File: src/design/umf_pkg.sv
package umf_pkg;
    localparam int unsigned UMF_LINES = 4;
    localparam int unsigned UMF_FILL_W = 5;
    // register indices on the parallel port
    localparam logic [3:0] UMF_OFS_MODEM_STATUS = 4'h0;
    localparam logic [3:0] UMF_OFS_SCRATCH      = 4'h1;
    localparam logic [3:0] UMF_OFS_ENH_FEATURE  = 4'h2;
    localparam logic [3:0] UMF_OFS_MODEM_CTRL   = 4'h3;
    localparam logic [3:0] UMF_OFS_RESUME_ONE   = 4'h4;
    localparam logic [3:0] UMF_OFS_RESUME_TWO   = 4'h5;
    localparam logic [3:0] UMF_OFS_PAUSE_ONE    = 4'h6;
    localparam logic [3:0] UMF_OFS_PAUSE_TWO    = 4'h7;
    localparam logic [3:0] UMF_OFS_FIFO_CTRL    = 4'h8;
    localparam logic [3:0] UMF_OFS_IRQ_STATUS   = 4'h9;
    localparam logic [3:0] UMF_OFS_IRQ_CLEAR    = 4'hA;
    localparam logic [3:0] UMF_OFS_IRQ_ENABLE   = 4'hB;
    // reset values
    localparam logic [7:0] UMF_SCRATCH_RST = 8'hFF;
    localparam logic [7:0] UMF_ZERO8       = 8'h00;
    // enhanced feature control fields
    localparam int UMF_FEAT_AUTO_CTS = 7;
    localparam int UMF_FEAT_AUTO_RTS = 6;
    localparam int UMF_FEAT_ENH_EN   = 4;
    // modem control fields
    localparam int UMF_MCR_DTR  = 0;
    localparam int UMF_MCR_RTS  = 1;
    localparam int UMF_MCR_OP1  = 2;
    localparam int UMF_MCR_OP2  = 3;
    localparam int UMF_MCR_LOOP = 4;
    // line positions in the status byte, low nibble and high nibble alike
    localparam int UMF_LN_CTS = 0;
    localparam int UMF_LN_DSR = 1;
    localparam int UMF_LN_RI  = 2;
    localparam int UMF_LN_CD  = 3;
    // interrupt status bits
    localparam int UMF_IRQ_W      = 2;
    localparam int UMF_IRQ_MODEM  = 0;
    localparam int UMF_IRQ_RXTRIG = 1;
    // receive trigger levels, indexed by the 2-bit selector
    localparam logic [3:0][4:0] UMF_TRIG_LVL   = {5'h0E, 5'h08, 5'h04, 5'h01};
    localparam logic [3:0][4:0] UMF_TRIG_ABOVE = {5'h10, 5'h0E, 5'h08, 5'h04};
    localparam logic [3:0][4:0] UMF_TRIG_BELOW = {5'h08, 5'h04, 5'h01, 5'h01};

    typedef struct packed {
        logic [3:0] addr;
        logic [7:0] wdata;
        logic       wr;
        logic       rd;
    } umf_bus_req_s;

    typedef enum logic [0:0] {
        UMF_RTS_OPEN = 1'b0,
        UMF_RTS_HELD = 1'b1
    } umf_rts_state_e;
endpackage : umf_pkg

File: src/design/umf_modem_flow.sv
// Summary of operation
// - Set dsr and cts change flags when that line changed since last status read.
// - Raise modem interrupt while any of the four change flags is one.
// - Eight-bit scratch byte reads back as written, affecting nothing else.
// - With auto transmit gating, hold the transmitter while cts pin is one.
// - With auto transmit gating, release the transmitter once cts pin is zero.
// - With auto rts, flag an interrupt when receive fill reaches trigger level.
// - With auto rts, drive rts pin one at the next higher trigger level.
// - With auto rts, return rts pin to zero below the next lower level.
// - Outside loop-back and without auto rts, rts pin follows the software modem control bit only.
// - Auto cts and auto rts enables reset to zero.
// - Feature bits 0 to 3 choose single or dual character software flow.
// - Dual mode treats each pair of pause or resume bytes as one sequence.
// - Reading the modem line status clears all four change flags.
// - Cts status bit is inverted cts pin, or rts control bit in loop-back.
`timescale 1ns/1ps
`default_nettype none
module umf_modem_flow
(
    input  wire logic                           ref_clk_i,
    input  wire logic                           sys_rst_i,
    input  wire umf_pkg::umf_bus_req_s          bus_i,
    output logic      [7:0]                     rdata_o,
    input  wire logic                           cts_pin_i,
    input  wire logic                           dsr_pin_i,
    input  wire logic                           ri_pin_i,
    input  wire logic                           cd_pin_i,
    input  wire logic [umf_pkg::UMF_FILL_W-1:0] rx_fill_i,
    output logic                                rts_pin_o,
    output logic                                dtr_pin_o,
    output logic                                op1_pin_o,
    output logic                                op2_pin_o,
    output logic                                tx_hold_o,
    output logic                                modem_irq_o,
    output logic                                irq_o,
    output logic      [1:0]                     tx_sw_mode_o,
    output logic      [1:0]                     rx_sw_mode_o,
    output logic                                enh_enable_o,
    output logic      [15:0]                    resume_seq_o,
    output logic      [15:0]                    pause_seq_o
);
    import umf_pkg::*;

    logic [7:0]           scratch_reg;
    logic [7:0]           feature_reg;
    logic [7:0]           mcr_reg;
    logic [7:0]           resume_one_reg;
    logic [7:0]           resume_two_reg;
    logic [7:0]           pause_one_reg;
    logic [7:0]           pause_two_reg;
    logic [1:0]           trig_sel_reg;
    logic [3:0]           flag_reg;
    logic [3:0]           flag_next;
    logic [3:0]           line_prev_reg;
    logic [UMF_IRQ_W-1:0] irq_sts_reg;
    logic [UMF_IRQ_W-1:0] irq_en_reg;
    logic [UMF_IRQ_W-1:0] irq_evt;
    logic [7:0]           rdata_reg;
    logic                 rts_pin_reg;
    logic                 dtr_pin_reg;
    logic                 op1_pin_reg;
    logic                 op2_pin_reg;
    logic                 tx_hold_reg;
    logic                 trig_prev_reg;
    logic [3:0]           pin_level;
    logic [3:0]           line_act;
    logic [3:0]           chg_evt;
    logic                 loop_mode;
    logic                 status_rd;
    logic                 trig_hit;
    logic                 rts_hold;

    umf_pin_sync u_sync
    (
        .ref_clk_i (ref_clk_i),
        .sys_rst_i (sys_rst_i),
        .pin_i     ({cd_pin_i, ri_pin_i, dsr_pin_i, cts_pin_i}),
        .level_o   (pin_level)
    );

    umf_rts_ctrl u_rts
    (
        .ref_clk_i  (ref_clk_i),
        .sys_rst_i  (sys_rst_i),
        .enable_i   (feature_reg[UMF_FEAT_AUTO_RTS]),
        .trig_sel_i (trig_sel_reg),
        .fill_i     (rx_fill_i),
        .trig_hit_o (trig_hit),
        .hold_o     (rts_hold)
    );

    assign loop_mode = mcr_reg[UMF_MCR_LOOP];
    assign status_rd = bus_i.rd && (bus_i.addr == UMF_OFS_MODEM_STATUS);

    // asserted sense of each line; loop-back feeds the control bits back in
    always_comb
    begin
        if (loop_mode)
        begin
            line_act[UMF_LN_CTS] = mcr_reg[UMF_MCR_RTS];
            line_act[UMF_LN_DSR] = mcr_reg[UMF_MCR_DTR];
            line_act[UMF_LN_RI]  = mcr_reg[UMF_MCR_OP1];
            line_act[UMF_LN_CD]  = mcr_reg[UMF_MCR_OP2];
        end
        else
        begin
            line_act = ~pin_level;
        end
    end

    // ring only reports its trailing edge; the rest report any change
    always_comb
    begin
        chg_evt = line_act ^ line_prev_reg;
        chg_evt[UMF_LN_RI] = line_prev_reg[UMF_LN_RI] && !line_act[UMF_LN_RI];
    end

    // a change landing in the read cycle survives the clear
    assign flag_next = (status_rd ? 4'h0 : flag_reg) | chg_evt;

    always_ff @(posedge ref_clk_i)
    begin
        if (sys_rst_i)
        begin
            line_prev_reg <= 4'h0;
            flag_reg      <= 4'h0;
        end
        else
        begin
            line_prev_reg <= line_act;
            flag_reg      <= flag_next;
        end
    end

    assign modem_irq_o = |flag_reg;

    always_ff @(posedge ref_clk_i)
    begin
        if (sys_rst_i)
        begin
            scratch_reg <= UMF_SCRATCH_RST;
        end
        else if (bus_i.wr && bus_i.addr == UMF_OFS_SCRATCH)
        begin
            scratch_reg <= bus_i.wdata;
        end
    end

    always_ff @(posedge ref_clk_i)
    begin
        if (sys_rst_i)
        begin
            feature_reg <= UMF_ZERO8;
        end
        else if (bus_i.wr && bus_i.addr == UMF_OFS_ENH_FEATURE)
        begin
            feature_reg <= bus_i.wdata;
        end
    end

    always_ff @(posedge ref_clk_i)
    begin
        if (sys_rst_i)
        begin
            mcr_reg      <= UMF_ZERO8;
            trig_sel_reg <= 2'h0;
        end
        else if (bus_i.wr)
        begin
            if (bus_i.addr == UMF_OFS_MODEM_CTRL)
            begin
                mcr_reg <= {3'h0, bus_i.wdata[4:0]};
            end
            if (bus_i.addr == UMF_OFS_FIFO_CTRL)
            begin
                trig_sel_reg <= bus_i.wdata[1:0];
            end
        end
    end

    always_ff @(posedge ref_clk_i)
    begin
        if (sys_rst_i)
        begin
            resume_one_reg <= UMF_ZERO8;
            resume_two_reg <= UMF_ZERO8;
            pause_one_reg  <= UMF_ZERO8;
            pause_two_reg  <= UMF_ZERO8;
        end
        else if (bus_i.wr)
        begin
            if (bus_i.addr == UMF_OFS_RESUME_ONE)
            begin
                resume_one_reg <= bus_i.wdata;
            end
            if (bus_i.addr == UMF_OFS_RESUME_TWO)
            begin
                resume_two_reg <= bus_i.wdata;
            end
            if (bus_i.addr == UMF_OFS_PAUSE_ONE)
            begin
                pause_one_reg <= bus_i.wdata;
            end
            if (bus_i.addr == UMF_OFS_PAUSE_TWO)
            begin
                pause_two_reg <= bus_i.wdata;
            end
        end
    end

    // software flow selection is handed to the character engines as raw register fields
    assign tx_sw_mode_o = feature_reg[3:2];
    assign rx_sw_mode_o = feature_reg[1:0];
    assign enh_enable_o = feature_reg[UMF_FEAT_ENH_EN];
    // first character is sent or matched first
    assign resume_seq_o = {resume_one_reg, resume_two_reg};
    assign pause_seq_o  = {pause_one_reg, pause_two_reg};

    assign irq_evt[UMF_IRQ_MODEM]  = |chg_evt;
    assign irq_evt[UMF_IRQ_RXTRIG] = trig_hit && !trig_prev_reg;

    always_ff @(posedge ref_clk_i)
    begin
        if (sys_rst_i)
        begin
            irq_sts_reg   <= '0;
            irq_en_reg    <= '0;
            trig_prev_reg <= 1'b0;
        end
        else
        begin
            trig_prev_reg <= trig_hit;
            if (bus_i.wr && bus_i.addr == UMF_OFS_IRQ_CLEAR)
            begin
                irq_sts_reg <= (irq_sts_reg & ~bus_i.wdata[UMF_IRQ_W-1:0]) | irq_evt;
            end
            else
            begin
                irq_sts_reg <= irq_sts_reg | irq_evt;
            end
            if (bus_i.wr && bus_i.addr == UMF_OFS_IRQ_ENABLE)
            begin
                irq_en_reg <= bus_i.wdata[UMF_IRQ_W-1:0];
            end
        end
    end

    assign irq_o = |(irq_sts_reg & irq_en_reg);

    // pins idle high; loop-back keeps them quiet toward the modem
    always_ff @(posedge ref_clk_i)
    begin
        if (sys_rst_i)
        begin
            rts_pin_reg <= 1'b1;
            dtr_pin_reg <= 1'b1;
            op1_pin_reg <= 1'b1;
            op2_pin_reg <= 1'b1;
        end
        else
        begin
            // hold clears in the cycle after auto rts is switched off
            rts_pin_reg <= loop_mode || !(mcr_reg[UMF_MCR_RTS] && !rts_hold);
            dtr_pin_reg <= loop_mode || !mcr_reg[UMF_MCR_DTR];
            op1_pin_reg <= loop_mode || !mcr_reg[UMF_MCR_OP1];
            op2_pin_reg <= loop_mode || !mcr_reg[UMF_MCR_OP2];
        end
    end

    assign rts_pin_o = rts_pin_reg;
    assign dtr_pin_o = dtr_pin_reg;
    assign op1_pin_o = op1_pin_reg;
    assign op2_pin_o = op2_pin_reg;

    // a character already in flight is the transmitter's to finish
    always_ff @(posedge ref_clk_i)
    begin
        if (sys_rst_i)
        begin
            tx_hold_reg <= 1'b0;
        end
        else
        begin
            tx_hold_reg <= feature_reg[UMF_FEAT_AUTO_CTS] && !line_act[UMF_LN_CTS];
        end
    end

    assign tx_hold_o = tx_hold_reg;

    always_ff @(posedge ref_clk_i)
    begin
        if (sys_rst_i)
        begin
            rdata_reg <= UMF_ZERO8;
        end
        else if (bus_i.rd)
        begin
            unique case (bus_i.addr)
                UMF_OFS_MODEM_STATUS: rdata_reg <= {line_act, flag_reg};
                UMF_OFS_SCRATCH:      rdata_reg <= scratch_reg;
                UMF_OFS_ENH_FEATURE:  rdata_reg <= feature_reg;
                UMF_OFS_MODEM_CTRL:   rdata_reg <= mcr_reg;
                UMF_OFS_RESUME_ONE:   rdata_reg <= resume_one_reg;
                UMF_OFS_RESUME_TWO:   rdata_reg <= resume_two_reg;
                UMF_OFS_PAUSE_ONE:    rdata_reg <= pause_one_reg;
                UMF_OFS_PAUSE_TWO:    rdata_reg <= pause_two_reg;
                UMF_OFS_FIFO_CTRL:    rdata_reg <= {6'h00, trig_sel_reg};
                UMF_OFS_IRQ_STATUS:   rdata_reg <= {6'h00, irq_sts_reg};
                UMF_OFS_IRQ_ENABLE:   rdata_reg <= {6'h00, irq_en_reg};
                default:              rdata_reg <= UMF_ZERO8;
            endcase
        end
        else
        begin
            rdata_reg <= UMF_ZERO8;
        end
    end

    assign rdata_o = rdata_reg;
endmodule : umf_modem_flow
`default_nettype wire

File: src/design/umf_pin_sync.sv
`timescale 1ns/1ps
`default_nettype none
module umf_pin_sync
(
    input  wire logic                          ref_clk_i,
    input  wire logic                          sys_rst_i,
    input  wire logic [umf_pkg::UMF_LINES-1:0] pin_i,
    output logic      [umf_pkg::UMF_LINES-1:0] level_o
);
    import umf_pkg::*;

    for (genvar i = 0; i < UMF_LINES; i++)
    begin : g_bit
        logic s1_reg;
        logic s2_reg;
        logic s3_reg;
        logic lvl_reg;
        // idle lines sit high; a level only moves once two stages agree
        always_ff @(posedge ref_clk_i)
        begin
            if (sys_rst_i)
            begin
                s1_reg  <= 1'b1;
                s2_reg  <= 1'b1;
                s3_reg  <= 1'b1;
                lvl_reg <= 1'b1;
            end
            else
            begin
                s1_reg <= pin_i[i];
                s2_reg <= s1_reg;
                s3_reg <= s2_reg;
                if (s2_reg == s3_reg)
                begin
                    lvl_reg <= s3_reg;
                end
            end
        end
        assign level_o[i] = lvl_reg;
    end
endmodule : umf_pin_sync
`default_nettype wire

File: src/design/umf_rts_ctrl.sv
`timescale 1ns/1ps
`default_nettype none
module umf_rts_ctrl
(
    input  wire logic                           ref_clk_i,
    input  wire logic                           sys_rst_i,
    input  wire logic                           enable_i,
    input  wire logic [1:0]                     trig_sel_i,
    input  wire logic [umf_pkg::UMF_FILL_W-1:0] fill_i,
    output logic                                trig_hit_o,
    output logic                                hold_o
);
    import umf_pkg::*;

    umf_rts_state_e state_reg;
    umf_rts_state_e state_next;
    logic [4:0]     lvl;
    logic [4:0]     above;
    logic [4:0]     below;

    assign lvl   = UMF_TRIG_LVL[trig_sel_i];
    assign above = UMF_TRIG_ABOVE[trig_sel_i];
    assign below = UMF_TRIG_BELOW[trig_sel_i];
    assign trig_hit_o = enable_i && (fill_i >= lvl);

    always_comb
    begin
        state_next = state_reg;
        unique case (state_reg)
            UMF_RTS_OPEN:
            begin
                if (enable_i && (fill_i >= above))
                begin
                    state_next = UMF_RTS_HELD;
                end
            end
            UMF_RTS_HELD:
            begin
                // dropping the enable releases the line at once
                if (!enable_i || (fill_i < below))
                begin
                    state_next = UMF_RTS_OPEN;
                end
            end
        endcase
    end

    always_ff @(posedge ref_clk_i)
    begin
        if (sys_rst_i)
        begin
            state_reg <= UMF_RTS_OPEN;
        end
        else
        begin
            state_reg <= state_next;
        end
    end

    assign hold_o = (state_reg == UMF_RTS_HELD);
endmodule : umf_rts_ctrl
`default_nettype wire

File: config.mk
export PLATFORM = sky130hd
export DESIGN_NAME = umf_modem_flow
export DESIGN_NICKNAME = d
export VERILOG_FILES = /design/src/design/umf_pkg.sv /design/src/design/umf_modem_flow.sv /design/src/design/umf_pin_sync.sv /design/src/design/umf_rts_ctrl.sv
export SDC_FILE = /design/constraint.sdc
export NUM_CORES = 1
export LEC_CHECK = 0
export ABC_CLOCK_PERIOD_IN_PS = 3800
export BUFFER_PORTS_ARGS = -buffer_cell sky130_fd_sc_hd__buf_2
export CORE_UTILIZATION = 41
export CTS_CLUSTER_DIAMETER = 60
export DETAILED_ROUTE_END_ITERATION = 16
export SLEW_MARGIN = 20
export SYNTH_ARGS = -nofsm -noshare
export SYNTH_HDL_FRONTEND = slang
export SYNTH_SLANG_ARGS = --single-unit
File: constraint.sdc
create_clock -name ref_clk_i -period 3.8 [get_ports ref_clk_i]
set_input_delay 0.19 -clock ref_clk_i [delete_from_list [all_inputs] [get_ports ref_clk_i]]
set_output_delay 0.19 -clock ref_clk_i [all_outputs]
set_load 0.05 [all_outputs]
==> reports/qor.csv <==
metric;value;unit
Synth area leader;dfxtp_1;
drt pass-1 iters;5;
vias in the first global route;3576;
# clock sinks;98;
CP dominant cell by count;ha_1;
Clock Tree Buf Depth;2;
ANT nets after route;0;
Die X;105;um
max-slew violation count;0;
Yosys top cell area share;45.0;%
endpoint class of the critical path;flip-flop;
average size of a mapped cell;9.15;um2
Area Growth Syn to Fin;14.3;%
gpl congestion;0.857;
Critical-path top delay cell;a2111oi_0;
WP buf/inv;1;
final setup TNS;0;ns
Worst EP arrival;2.47;ns
# setup viols final;0;
post-route cell area;4980;um2
Routed WL per cell;17.7;um
nets;573;
top post-synthesis cells by area;dfxtp_1 (45%), mux2i_1 (9.4%), nor2_1 (4.3%);
Crit Path Max Fanout;5;
Pleak;2.11;nW
gr ovfl total;0;
CTS root buf;clkbuf_8;
Placement Cell Area;4740;um2
hold_ws;0.107;ns
min Tclk post-route;2.22;ns
die height;105;um
Via Count;3697;
largest net degree at the start of global routing;70;
layout cells sized above 1;22.6;%
WS Path Type;reg2reg;
Detailed Place HPWL;8430;um
CTS tree;done;
PD cells;382;nW/um2
H-tree depth;3;
HP Start;bus_i[9];
crit-path leading delay family;compound AO/OA/AOI/OAI gates;
post-synth net total;514;
first-pass GRT wire length;19300;um
worst-path cell chain;inv_1, ha_1, ha_1, nand2b_1, a21o_1, a2111oi_0, o41ai_1;
maximum resistive drop on vdd;261;uV
DRC viols;0;
Via density;5.47;
Worst EP required;4.04;ns
Clk Latency, worst-skew pair;0.37;ns
Synth Instances;476;
Fin Clk Skew;0.00760;ns
Routed WL;12000;um
ant diodes;0;
synthesized area;4360;um2
Critical R2R Launch;trig_sel_reg[1]$_SDFFE_PP0P_;
Worst Hold Class;in2reg;
crit share post-route;58.5;%
DR iter-0 viols;270;
Async SR Flop Fraction;0;%
Setup Buffers After CTS;0;
YS warnings;0;
Synth Flop Type;dfxtp_1;
crit path launch type;flip-flop;
initial core utilization;42.2;%
status;finished clean;
CORE AREA;10300;um2
actual slew at the worst max-slew pin;0.703;ns
total power;1.90;mW
num rows;37;
synthesized flop and latch total;98;
RSZ-0062 raised after global routing;false;
Die ar.;11000;um2
antenna violations before repair;0;
Slew HR;53.1;%
Num CTS Buffers;9;
Finished Layout Cells;676;
max-cap violation count;0;
PortBufs;76;
clock slew at reported path FFs;0.11;ns
Hold Vio Cnt, Final;0;
EDFF count, synth;0;
Netlist cell types;60;
register area share after synthesis;45.0;%
Tot GR Track Use;22.9;%
worst setup path startpoint;trig_sel_reg[1]$_SDFFE_PP0P_;
I/O Pins;77;
crit-path max cell delay;0.58;ns
max frequency;450;MHz
dpl cells;656;
==> worst paths after layout <==
path,end,slack [ns],cells after the start
setup reg to reg,irq_sts_reg[1]$_SDFF_PP0_,1.58,7
setup / recovery,irq_sts_reg[1]$_SDFF_PP0_,1.58,7
hold / removal,pause_two_reg[7]$_SDFFE_PP0P_,0.11,3
hold reg to reg,u_sync.g_bit[3].s2_reg$_SDFF_PP1_,0.42,1
==> power breakdown <==
group / internal (mW) / switching [mW]
registers: 1.04 / 0.0108
clock network: 0.257 / 0.408
logic: 0.0569 / 0.126
total: 1.36 / 0.546
==> cells in the mapped netlist (3+ instances only) <==
cell type / number
clkbuf_1: 15
inv_1: 12
a22o_1: 3
a22oi_1: 7
ha_1: 13
and3_1: 3
and2_1: 4
nor2b_1: 6
buf_2: 9
dfxtp_1: 98
nor2_1: 50
o21ai_0: 28
a31oi_1: 4
nand2_1: 45
nand2b_1: 9
a21o_1: 3
o211ai_1: 5
buf_4: 7
nor3_1: 5
a21oi_1: 28
nand3b_1: 3
mux2_2: 3
a31o_2: 3
nand3_1: 14
mux2i_1: 41
or2_2: 13
==> metrics by stage <==
step                      utilization, %  setup slack [ns]
after floorplan                        -              1.88
after global placement              46.0              1.62
after detailed placement            46.0              1.58
after CTS                           48.2              1.56
after global routing                48.2              1.36
final                               48.2              1.58
==> layout make-up <==
type                       count  area (um2)
tap                          136         170
timing repair buffer          81         428
sequential                    98        1960
clock buffer                   9         124
clock inverter                 7        71.3
inverter                      13        48.8
fill                        1027        5340
multi-input combinational    332        2180
==> kinds of logic after synthesis <==
family,Yosys count,synth area share (%)
AND/OR/NAND/NOR,168,19.5
AO/OA/AOI/OAI,103,15.1
flip-flops,98,45.0
buffers and inverters,46,5.03
multiplexers,46,11.2
adder cells (fa/ha/maj),13,3.73
XOR/XNOR,2,0.402
==> layout by cell type, fill, tap and decap left out, types with 3 or more instances in the layout <==
cell type,count
a22o_1,3
nor2_1,50
nor3_1,5
a22oi_1,7
inv_1,12
o21ai_0,28
buf_2,76
and3_1,3
nand2b_1,9
a31oi_1,4
nand2_1,45
a21oi_1,28
nand3_1,14
a21o_1,3
or2_2,13
mux2_2,3
a31o_2,3
dfxtp_1,98
o211ai_1,5
ha_1,13
mux2i_1,41
clkbuf_8,9
dlygate4sd3_1,4
nand3b_1,3
nor2b_1,6
and2_1,4
==> worst reg2reg max path, stage by stage, from the launching register on <==
cell	delay, ns
dfxtp_1	0.43
inv_1	0.12
ha_1	0.23
ha_1	0.27
nand2b_1	0.13
a21o_1	0.17
a2111oi_0	0.58
o41ai_1	0.16
==> metal layers <==
metal,routed length (um),share of wire [%],up-vias,GRT usage (%)
met5,0,0,-,0
met4,214,1.8,0,6.84
met3,600,5.0,19,4.74
met2,5650,47,121,36.8
met1,5500,46,1768,30.7
li1,-,-,1789,-
==> timing repair <==
item | 4_1_cts | 5_1_grt
resized for setup | 0 | 0
hold endpoints to repair | 4 | 0
hold buffers | 4 | 0
(Power assumes the default switching activity.)
